--- config.mk ---
export PLATFORM = sky130hd
export DESIGN_NAME = rlf_regs
export DESIGN_NICKNAME = d
export VERILOG_FILES = /design/src/hdl/rlf_pkg.sv /design/src/hdl/rlf_regs.sv
export SDC_FILE = /design/constraint.sdc
export NUM_CORES = 1
export LEC_CHECK = 0
export BUFFER_PORTS_ARGS = -buffer_cell sky130_fd_sc_hd__buf_2
export CAP_MARGIN = 0
export CORE_MARGIN = 2
export CORE_UTILIZATION = 30
export CTS_CLUSTER_DIAMETER = 100
export DETAILED_ROUTE_END_ITERATION = 10
export GPL_ROUTABILITY_DRIVEN = 0
export PLACE_DENSITY = 0.54
export SYNTH_ARGS = -nofsm -noshare
export SYNTH_HDL_FRONTEND = slang
export SYNTH_SLANG_ARGS = --single-unit
--- constraint.sdc ---
create_clock -name REF_CLK_IN -period 2.95 [get_ports REF_CLK_IN]
set_clock_uncertainty 0.2 [all_clocks]
set_input_delay 0.1475 -clock REF_CLK_IN [delete_from_list [all_inputs] [get_ports REF_CLK_IN]]
set_output_delay 0.1475 -clock REF_CLK_IN [all_outputs]
set_load 0.005 [all_outputs]
--- src/hdl/rlf_pkg.sv ---
// Package for the regulator low-power, fault mask and fuse control words.
// Assumes a 16-bit register port with 8-bit register addresses.
package rlf_pkg;
  // Register addresses
  localparam logic [7:0] RLF_ADDR_REG4_LP = 8'hD3;
  localparam logic [7:0] RLF_ADDR_FAULT_MASK = 8'hD7;
  localparam logic [7:0] RLF_ADDR_FUSE_CTRL = 8'hD8;
  // Field positions
  localparam int RLF_ACT_LSB = 12;
  localparam int RLF_SRC_LSB = 8;
  localparam int RLF_VCODE_LSB = 0;
  localparam int RLF_LS_BIT = 15;
  localparam int RLF_LDO_LSB = 8;
  localparam int RLF_DC_LSB = 0;
  localparam int RLF_FUSE_BIT = 15;
  // Manufacture defaults
  localparam logic [1:0] RLF_ACT_RST = 2'h0;
  localparam logic [1:0] RLF_SRC_RST = 2'h0;
  localparam logic [4:0] RLF_VCODE_RST = 5'h1C;
  localparam logic [15:0] RLF_MASK_RST = 16'h0000;
  // Writable bits of the mask word
  localparam logic [15:0] RLF_MASK_BITS = 16'h8F3F;
  typedef enum logic [1:0] {
    RLF_ACT_IMAGE = 2'b00,
    RLF_ACT_DISABLE = 2'b01,
    RLF_ACT_RSVD2 = 2'b10,
    RLF_ACT_RSVD3 = 2'b11
  } rlf_action_t;
  typedef enum logic [1:0] {
    RLF_SRC_REGBIT = 2'b00,
    RLF_SRC_LINE1 = 2'b01,
    RLF_SRC_LINE2 = 2'b10,
    RLF_SRC_LINE3 = 2'b11
  } rlf_source_t;
  // Image voltage in millivolts: 100mV steps from 1.8V, 50mV from 0.9V
  localparam int RLF_HI_BASE_MV = 1800;
  localparam int RLF_HI_STEP_MV = 100;
  localparam int RLF_LO_BASE_MV = 900;
  localparam int RLF_LO_STEP_MV = 50;
endpackage

--- src/hdl/rlf_regs.sv ---
// Control words: regulator four sleep setup, supply-fault masks, fuse current.
// Assumes fault inputs and low-power lines are asynchronous pins.
`timescale 1ns/100ps

////////////////////////////////////////////////////////////////////////////
module rlf_regs
  import rlf_pkg::*;
(
  // Clock and synchronous register reset
  input wire logic REF_CLK_IN,
  input wire logic RST_IN,
  // Register port
  input wire logic WR_EN_IN,
  input wire logic RD_EN_IN,
  input wire logic [7:0] ADDR_IN,
  input wire logic [15:0] WDATA_IN,
  output logic [15:0] RDATA_OUT,
  // Sleep trigger sources
  input wire logic SLEEP_REG_BIT_IN,
  input wire logic LOW_POWER_LINE_ONE_IN,
  input wire logic LOW_POWER_LINE_TWO_IN,
  input wire logic LOW_POWER_LINE_THREE_IN,
  // Fault sources
  input wire logic LIMIT_SWITCH_FAULT_IN,
  input wire logic [3:0] LINEAR_REG_FAULT_IN,
  input wire logic [5:0] CONVERTER_FAULT_IN,
  // Regulator four sleep controls
  output logic REG4_SLEEP_OUT,
  output logic REG4_SLEEP_DISABLE_OUT,
  output logic REG4_SLEEP_IMAGE_OUT,
  output logic [4:0] REG4_SLEEP_VOLTAGE_CODE_OUT,
  output logic [11:0] REG4_IMAGE_MV_OUT,
  // Supply fault and fuse current
  output logic SUPPLY_FAULT_N_OUT,
  output logic TRIM_FUSE_CURRENT_ENABLE_OUT
);

  ////////////////////////////////////////////////////////////////////////////
  // Millivolts for a voltage code
  function automatic logic [11:0] code_to_mv(input logic [4:0] code);
    logic [11:0] step;
    step = {8'h00, code[3:0]};
    if (code[4]) begin
      code_to_mv = 12'(RLF_HI_BASE_MV) + 12'(step * 12'(RLF_HI_STEP_MV));
    end else begin
      code_to_mv = 12'(RLF_LO_BASE_MV) + 12'(step * 12'(RLF_LO_STEP_MV));
    end
  endfunction

  ////////////////////////////////////////////////////////////////////////////
  // Pin synchronisers, two stages each
  logic [14:0] sync1, sync2;
  logic [14:0] pins;
  assign pins = {LINEAR_REG_FAULT_IN, CONVERTER_FAULT_IN, LIMIT_SWITCH_FAULT_IN,
                 SLEEP_REG_BIT_IN, LOW_POWER_LINE_ONE_IN,
                 LOW_POWER_LINE_TWO_IN, LOW_POWER_LINE_THREE_IN};
  always_ff @(posedge REF_CLK_IN) begin
    sync1 <= pins;
    sync2 <= sync1;
  end
  logic [3:0] ldo_flt;
  logic [5:0] dc_flt;
  logic ls_flt, src_reg, src_l1, src_l2, src_l3;
  assign {ldo_flt, dc_flt, ls_flt, src_reg, src_l1, src_l2, src_l3} = sync2;

  ////////////////////////////////////////////////////////////////////////////
  // Register state
  rlf_action_t reg4_sleep_action, next_reg4_sleep_action;
  rlf_source_t reg4_sleep_source_sel, next_reg4_sleep_source_sel;
  logic [4:0] reg4_sleep_voltage_code, next_reg4_sleep_voltage_code;
  logic [15:0] fault_mask, next_fault_mask;
  logic trim_fuse_current_enable, next_trim_fuse_current_enable;
  logic [15:0] rdata, next_rdata;

  always_comb begin
    next_reg4_sleep_action = reg4_sleep_action;
    next_reg4_sleep_source_sel = reg4_sleep_source_sel;
    next_reg4_sleep_voltage_code = reg4_sleep_voltage_code;
    next_fault_mask = fault_mask;
    next_trim_fuse_current_enable = trim_fuse_current_enable;
    next_rdata = rdata;
    if (WR_EN_IN) begin
      if (ADDR_IN == RLF_ADDR_REG4_LP) begin
        next_reg4_sleep_action = rlf_action_t'(WDATA_IN[RLF_ACT_LSB +: 2]);
        next_reg4_sleep_source_sel = rlf_source_t'(WDATA_IN[RLF_SRC_LSB +: 2]);
        next_reg4_sleep_voltage_code = WDATA_IN[RLF_VCODE_LSB +: 5];
      end else if (ADDR_IN == RLF_ADDR_FAULT_MASK) begin
        next_fault_mask = WDATA_IN & RLF_MASK_BITS;
      end else if (ADDR_IN == RLF_ADDR_FUSE_CTRL) begin
        next_trim_fuse_current_enable = WDATA_IN[RLF_FUSE_BIT];
      end
    end
    if (RD_EN_IN) begin
      next_rdata = 16'h0000;
      if (ADDR_IN == RLF_ADDR_REG4_LP) begin
        next_rdata[RLF_ACT_LSB +: 2] = reg4_sleep_action;
        next_rdata[RLF_SRC_LSB +: 2] = reg4_sleep_source_sel;
        next_rdata[RLF_VCODE_LSB +: 5] = reg4_sleep_voltage_code;
      end else if (ADDR_IN == RLF_ADDR_FAULT_MASK) begin
        next_rdata = fault_mask;
      end else if (ADDR_IN == RLF_ADDR_FUSE_CTRL) begin
        next_rdata[RLF_FUSE_BIT] = trim_fuse_current_enable;
      end
    end
  end

  always_ff @(posedge REF_CLK_IN) begin
    if (RST_IN) begin
      reg4_sleep_action <= rlf_action_t'(RLF_ACT_RST);
      reg4_sleep_source_sel <= rlf_source_t'(RLF_SRC_RST);
      reg4_sleep_voltage_code <= RLF_VCODE_RST;
      fault_mask <= RLF_MASK_RST;
      trim_fuse_current_enable <= 1'b0;
      rdata <= 16'h0000;
    end else begin
      reg4_sleep_action <= next_reg4_sleep_action;
      reg4_sleep_source_sel <= next_reg4_sleep_source_sel;
      reg4_sleep_voltage_code <= next_reg4_sleep_voltage_code;
      fault_mask <= next_fault_mask;
      trim_fuse_current_enable <= next_trim_fuse_current_enable;
      rdata <= next_rdata;
    end
  end

  ////////////////////////////////////////////////////////////////////////////
  // Outputs, all registered
  logic next_sleep, next_fault_n;
  logic [14:0] masked;
  always_comb begin
    case (reg4_sleep_source_sel)
      RLF_SRC_REGBIT: next_sleep = src_reg;
      RLF_SRC_LINE1: next_sleep = src_l1;
      RLF_SRC_LINE2: next_sleep = src_l2;
      default: next_sleep = src_l3;
    endcase
    masked = '0;
    masked[14] = ls_flt & ~fault_mask[RLF_LS_BIT];
    masked[13:10] = ldo_flt & ~fault_mask[RLF_LDO_LSB +: 4];
    masked[5:0] = dc_flt & ~fault_mask[RLF_DC_LSB +: 6];
    next_fault_n = ~(|masked);
  end

  always_ff @(posedge REF_CLK_IN) begin
    if (RST_IN) begin
      REG4_SLEEP_OUT <= 1'b0;
      REG4_SLEEP_DISABLE_OUT <= 1'b0;
      REG4_SLEEP_IMAGE_OUT <= 1'b0;
      REG4_SLEEP_VOLTAGE_CODE_OUT <= RLF_VCODE_RST;
      REG4_IMAGE_MV_OUT <= 12'h000;
      SUPPLY_FAULT_N_OUT <= 1'b1;
      TRIM_FUSE_CURRENT_ENABLE_OUT <= 1'b0;
    end else begin
      REG4_SLEEP_OUT <= next_sleep;
      // action decode, reserved codes do nothing
      REG4_SLEEP_DISABLE_OUT <= next_sleep &&
                                reg4_sleep_action == RLF_ACT_DISABLE;
      REG4_SLEEP_IMAGE_OUT <= next_sleep && reg4_sleep_action == RLF_ACT_IMAGE;
      REG4_SLEEP_VOLTAGE_CODE_OUT <= reg4_sleep_voltage_code;
      REG4_IMAGE_MV_OUT <= code_to_mv(reg4_sleep_voltage_code);
      SUPPLY_FAULT_N_OUT <= next_fault_n;
      TRIM_FUSE_CURRENT_ENABLE_OUT <= trim_fuse_current_enable;
    end
  end

  assign RDATA_OUT = rdata;
endmodule

==> metrics.txt <==
# TYPE chip_impl_metric gauge
chip_impl_metric{name="finalNetCount",unit=""} 429
chip_impl_metric{name="setup_tns",unit="ns"} 0
chip_impl_metric{name="met3_length",unit="um"} 347
chip_impl_metric{name="floorplan.initialDensity",unit="%"} 30.7
chip_impl_metric{name="fmax",unit="GHz"} 0.368
chip_impl_metric{name="grt-ovfl-total",unit=""} 0
chip_impl_info{name="synth_top_flop_cell",value="sky130_fd_sc_hd__dfxtp_1"} 1
chip_impl_metric{name="arrival_worst_endpoint",unit="ns"} 2.77
chip_impl_metric{name="io_buffer_count",unit=""} 73
chip_impl_metric{name="drt_wl_total",unit="um"} 6330
chip_impl_metric{name="post-layout-total-power",unit="uW"} 2280
chip_impl_info{name="final_common_cell",value="sky130_fd_sc_hd__dfxtp_1"} 1
chip_impl_metric{name="antenna_found_initial",unit=""} 0
chip_impl_metric{name="pwr-share-comb",unit="%"} 4.5
chip_impl_metric{name="remaining_routing_drc_violations",unit=""} 0
chip_impl_metric{name="clock_power_share",unit="%"} 43.6
chip_impl_info{name="hold_path_class",value="input pin to flop"} 1
chip_impl_metric{name="switchingPower",unit="uW"} 474
chip_impl_metric{name="timing.final.hold_violations",unit=""} 0
chip_impl_info{name="endpoint_kind",value="flop"} 1
chip_impl_metric{name="route.detailed.wl_per_inst",unit="um"} 12.3
chip_impl_metric{name="insertedDiodeCount",unit=""} 0
chip_impl_metric{name="seq_area_frac_synth",unit="%"} 57.2
chip_impl_info{name="status",value="finished clean"} 1
chip_impl_metric{name="worstMarginPinSlew",unit="ns"} 0.909
chip_impl_metric{name="groute.usage.overall",unit="%"} 12.2
chip_impl_metric{name="placeableCoreArea",unit="mm^2"} 0.00968
chip_impl_metric{name="vias_per_cell",unit=""} 4.37
chip_impl_metric{name="cap_violations",unit=""} 0
chip_impl_metric{name="required",unit="ns"} 3.00
chip_impl_metric{name="synth_seq_cells",unit=""} 85
chip_impl_metric{name="asyncSetResetFlopFracSynth",unit="%"} 0
chip_impl_info{name="top_layer",value="met4"} 1
chip_impl_metric{name="final_max_slew_viols",unit=""} 0
chip_impl_info{name="cts_root_buffer",value="sky130_fd_sc_hd__clkbuf_8"} 1
chip_impl_info{name="critical_path.startpoint_type",value="flop"} 1
chip_impl_metric{name="fp.dieArea",unit="mm^2"} 0.0107
chip_impl_metric{name="rr_worst_depth",unit=""} 7
chip_impl_metric{name="maxSlewHeadroom",unit="%"} 39.4
chip_impl_info{name="most-common-layout-cells",value="sky130_fd_sc_hd__dfxtp_1 (85), sky130_fd_sc_hd__buf_2 (73), sky130_fd_sc_hd__nor2_1 (41)"} 1
chip_impl_metric{name="route.antenna.remaining_nets",unit=""} 0
chip_impl_metric{name="netSwitchingFraction",unit="%"} 20.8
chip_impl_metric{name="cts_made_buffers",unit=""} 9
chip_impl_metric{name="cts_resized",unit=""} 0
chip_impl_metric{name="dpl.hpwl",unit="um"} 4340
chip_impl_metric{name="drt-pass1-iter-count",unit=""} 6
chip_impl_metric{name="met1_length",unit="um"} 2800
chip_impl_metric{name="floorplan.io_pins",unit=""} 81
chip_impl_metric{name="clk_latency",unit="ns"} 0.35
chip_impl_metric{name="grt_max_degree",unit=""} 52
chip_impl_metric{name="htree_num_levels",unit=""} 3
chip_impl_metric{name="syn-cell-area",unit="mm^2"} 0.00297
chip_impl_metric{name="slack_of_the_worst_reg_to_reg_path",unit="ns"} 0.23
chip_impl_metric{name="synthesis.instances",unit=""} 272
chip_impl_metric{name="critPathMaxFanout",unit=""} 8
chip_impl_metric{name="vdd.ir_drop.worst",unit="mV"} 0.354
chip_impl_metric{name="syn-mean-instance-area",unit="um^2"} 10.9
chip_impl_info{name="crit_path_class",value="flop to flop"} 1
chip_impl_metric{name="number_of_synthesized_flops_with_an_enable_pin",unit=""} 0
chip_impl_info{name="tritoncts",value="yes"} 1
chip_impl_metric{name="maximum_buffer_depth_of_the_clock_tree",unit=""} 2
chip_impl_metric{name="first_global_vias",unit=""} 2108
chip_impl_metric{name="fin_crit_sh",unit="%"} 92.2
chip_impl_metric{name="post_route_cells_drive_above_1_share",unit="%"} 26.1
chip_impl_metric{name="areaGrowthSynthToFinish",unit="%"} 34.1
chip_impl_metric{name="internal-power",unit="uW"} 1800
chip_impl_metric{name="grt_first_pass_wirelength",unit="um"} 10200
chip_impl_metric{name="setup-violations-final",unit=""} 0
chip_impl_info{name="hp-start",value="WR_EN_IN"} 1
chip_impl_metric{name="total_number_of_yosys_warnings",unit=""} 0
chip_impl_metric{name="synthDistinctLibCells",unit=""} 47
chip_impl_metric{name="wl_met2",unit="um"} 3100
chip_impl_metric{name="clk_pin_slew_worst_paths",unit="ns"} 0.09
chip_impl_info{name="hold-path-endpoint",value="trim_fuse_current_enable"} 1
chip_impl_info{name="rsz0062_at_grt",value="no"} 1
chip_impl_metric{name="pwr-share-seq",unit="%"} 51.9
chip_impl_metric{name="num_rows",unit=""} 36
chip_impl_metric{name="post_layout_minimum_cycle_time",unit="ns"} 2.72
chip_impl_metric{name="cellPowerDensity",unit="mW/mm^2"} 571
chip_impl_info{name="reg_to_reg_critical_path_endpoint",value="REG4_IMAGE_MV_OUT[10]"} 1
chip_impl_metric{name="hold_depth",unit=""} 4
chip_impl_metric{name="dr_total_vias",unit=""} 2241
chip_impl_metric{name="numClockSinks",unit=""} 85
chip_impl_metric{name="ctsHoldBuffers",unit=""} 29
chip_impl_metric{name="dieHeight",unit="um"} 104
chip_impl_metric{name="power.leakage",unit="uW"} 0.00178
chip_impl_metric{name="cts_post_setup_buffers_inserted",unit=""} 0
chip_impl_metric{name="die-width",unit="um"} 104
chip_impl_metric{name="drt-initial-drc-count",unit=""} 118
chip_impl_info{name="regToRegStartpoint",value="reg4_sleep_voltage_code[1]"} 1
-- per-layer routing --
layer,vias up,track usage [%]
met5,-,0
met4,0,4.92
met3,8,4.53
met2,55,20.8
met1,1030,14.0
li1,1148,-
-- Yosys cell counts, drive strengths merged, types with 2 or more instances --
library cell / number / area share, %
or2: 2 / 0.42
xnor2: 4 / 1.4
nor4: 2 / 0.42
nor2b: 3 / 0.63
o22ai: 2 / 0.42
xor2: 2 / 0.59
ha: 9 / 3.8
and2: 3 / 0.63
nor3b: 2 / 0.50
buf: 7 / 1.6
a21oi: 5 / 0.84
or3: 2 / 0.42
o211ai: 2 / 0.50
inv: 20 / 2.5
clkbuf: 6 / 0.76
nand4b: 3 / 1.4
a211o: 3 / 0.88
nor2: 41 / 5.2
a211oi: 4 / 1.0
o21ai: 3 / 0.50
nand3: 4 / 0.67
nor3: 8 / 1.9
a22oi: 5 / 1.3
nand2: 2 / 0.25
nand2b: 3 / 0.63
a221oi: 2 / 0.59
mux2i: 19 / 6.4
a222oi: 8 / 2.7
dfxtp: 85 / 57
-- worst max-delay path: stages (launching register included) --
cell and delay [ns]:
sky130_fd_sc_hd__dfxtp_1 0.50, sky130_fd_sc_hd__ha_1 0.30, sky130_fd_sc_hd__ha_1 0.24, sky130_fd_sc_hd__fa_1 0.44, sky130_fd_sc_hd__xnor2_2 0.20, sky130_fd_sc_hd__o21ai_1 0.13, sky130_fd_sc_hd__or3_1 0.35, sky130_fd_sc_hd__a311oi_1 0.25
-- cell families after synthesis --
family                   Yosys count  share of synthesized area (%)
AO/OA/AOI/OAI                     40                           10.6
XOR/XNOR                           6                           2.02
adder cells (fa/ha/maj)           10                           4.46
buffers and inverters             33                           4.84
flip-flops                        85                           57.2
multiplexers                      20                           7.15
other                              1                          0.126
AND/OR/NAND/NOR                   77                           13.6
-- through the flow --
| step | util [%] | instances | setup WS [ns] | hold slack, ns | cell area [um^2] |
|---|---|---|---|---|---|
| floorplan | - | 275 | 0.463 | -0.0248 | 2990 |
| global placement | 35.7 | 469 | 0.260 | 0.0496 | 3460 |
| detailed placement | 35.7 | 469 | 0.233 | 0.0511 | 3460 |
| CTS | 41.2 | 513 | 0.197 | 0.0491 | 3990 |
| global route | 41.2 | 513 | 0.0486 | 0.0457 | 3990 |
| finish | 41.2 | 513 | 0.232 | 0.0606 | 3990 |
-- area by class of cell --
| type | count | area [um^2] |
|---|---|---|
| clock buffer | 9 | 124 |
| clock inverter | 6 | 119 |
| fill | 972 | 5700 |
| inverter | 20 | 75.1 |
| multi-input combinational | 157 | 1140 |
| sequential | 85 | 1700 |
| tap | 133 | 166 |
| timing repair buffer | 103 | 663 |
-- power by group through the flow --
stage | logic [uW] | clock network [uW] | registers (uW)
after floorplan | 32.7 | 0 | 1210
after global placement | 73.6 | 0 | 1210
after detailed placement | 74.3 | 0 | 1210
after CTS | 104 | 1020 | 1180
after global routing | 114 | 1070 | 1190
final | 103 | 993 | 1180
-- state kept, by name (all words and copies together) (netlist names) --
signal and cells:
REG4_IMAGE_MV_OUT 11, REG4_SLEEP_IMAGE_OUT 1, RDATA_OUT 13, reg4_sleep_voltage_code 5, sync2 15, trim_fuse_current_enable 1
reg4_sleep_source_sel 2, SUPPLY_FAULT_N_OUT 1, reg4_sleep_action 2, REG4_SLEEP_DISABLE_OUT 1, fault_mask 11, REG4_SLEEP_VOLTAGE_CODE_OUT 5
REG4_SLEEP_OUT 1, sync1 15, TRIM_FUSE_CURRENT_ENABLE_OUT 1
-- worst max-delay path by stage --
stage | to | slack (ns) | start
4_1_cts | REG4_IMAGE_MV_OUT[10] | 0.20 | reg4_sleep_voltage_code[1]
6_report | REG4_IMAGE_MV_OUT[10] | 0.23 | reg4_sleep_voltage_code[1]
3_3_place_gp | REG4_IMAGE_MV_OUT[10] | 0.26 | reg4_sleep_voltage_code[1]
5_1_grt | REG4_IMAGE_MV_OUT[10] | 0.05 | reg4_sleep_voltage_code[1]
2_1_floorplan | REG4_IMAGE_MV_OUT[10] | 0.46 | reg4_sleep_voltage_code[1]
3_5_place_dp | REG4_IMAGE_MV_OUT[10] | 0.23 | reg4_sleep_voltage_code[1]
(Power assumes the default switching activity.)
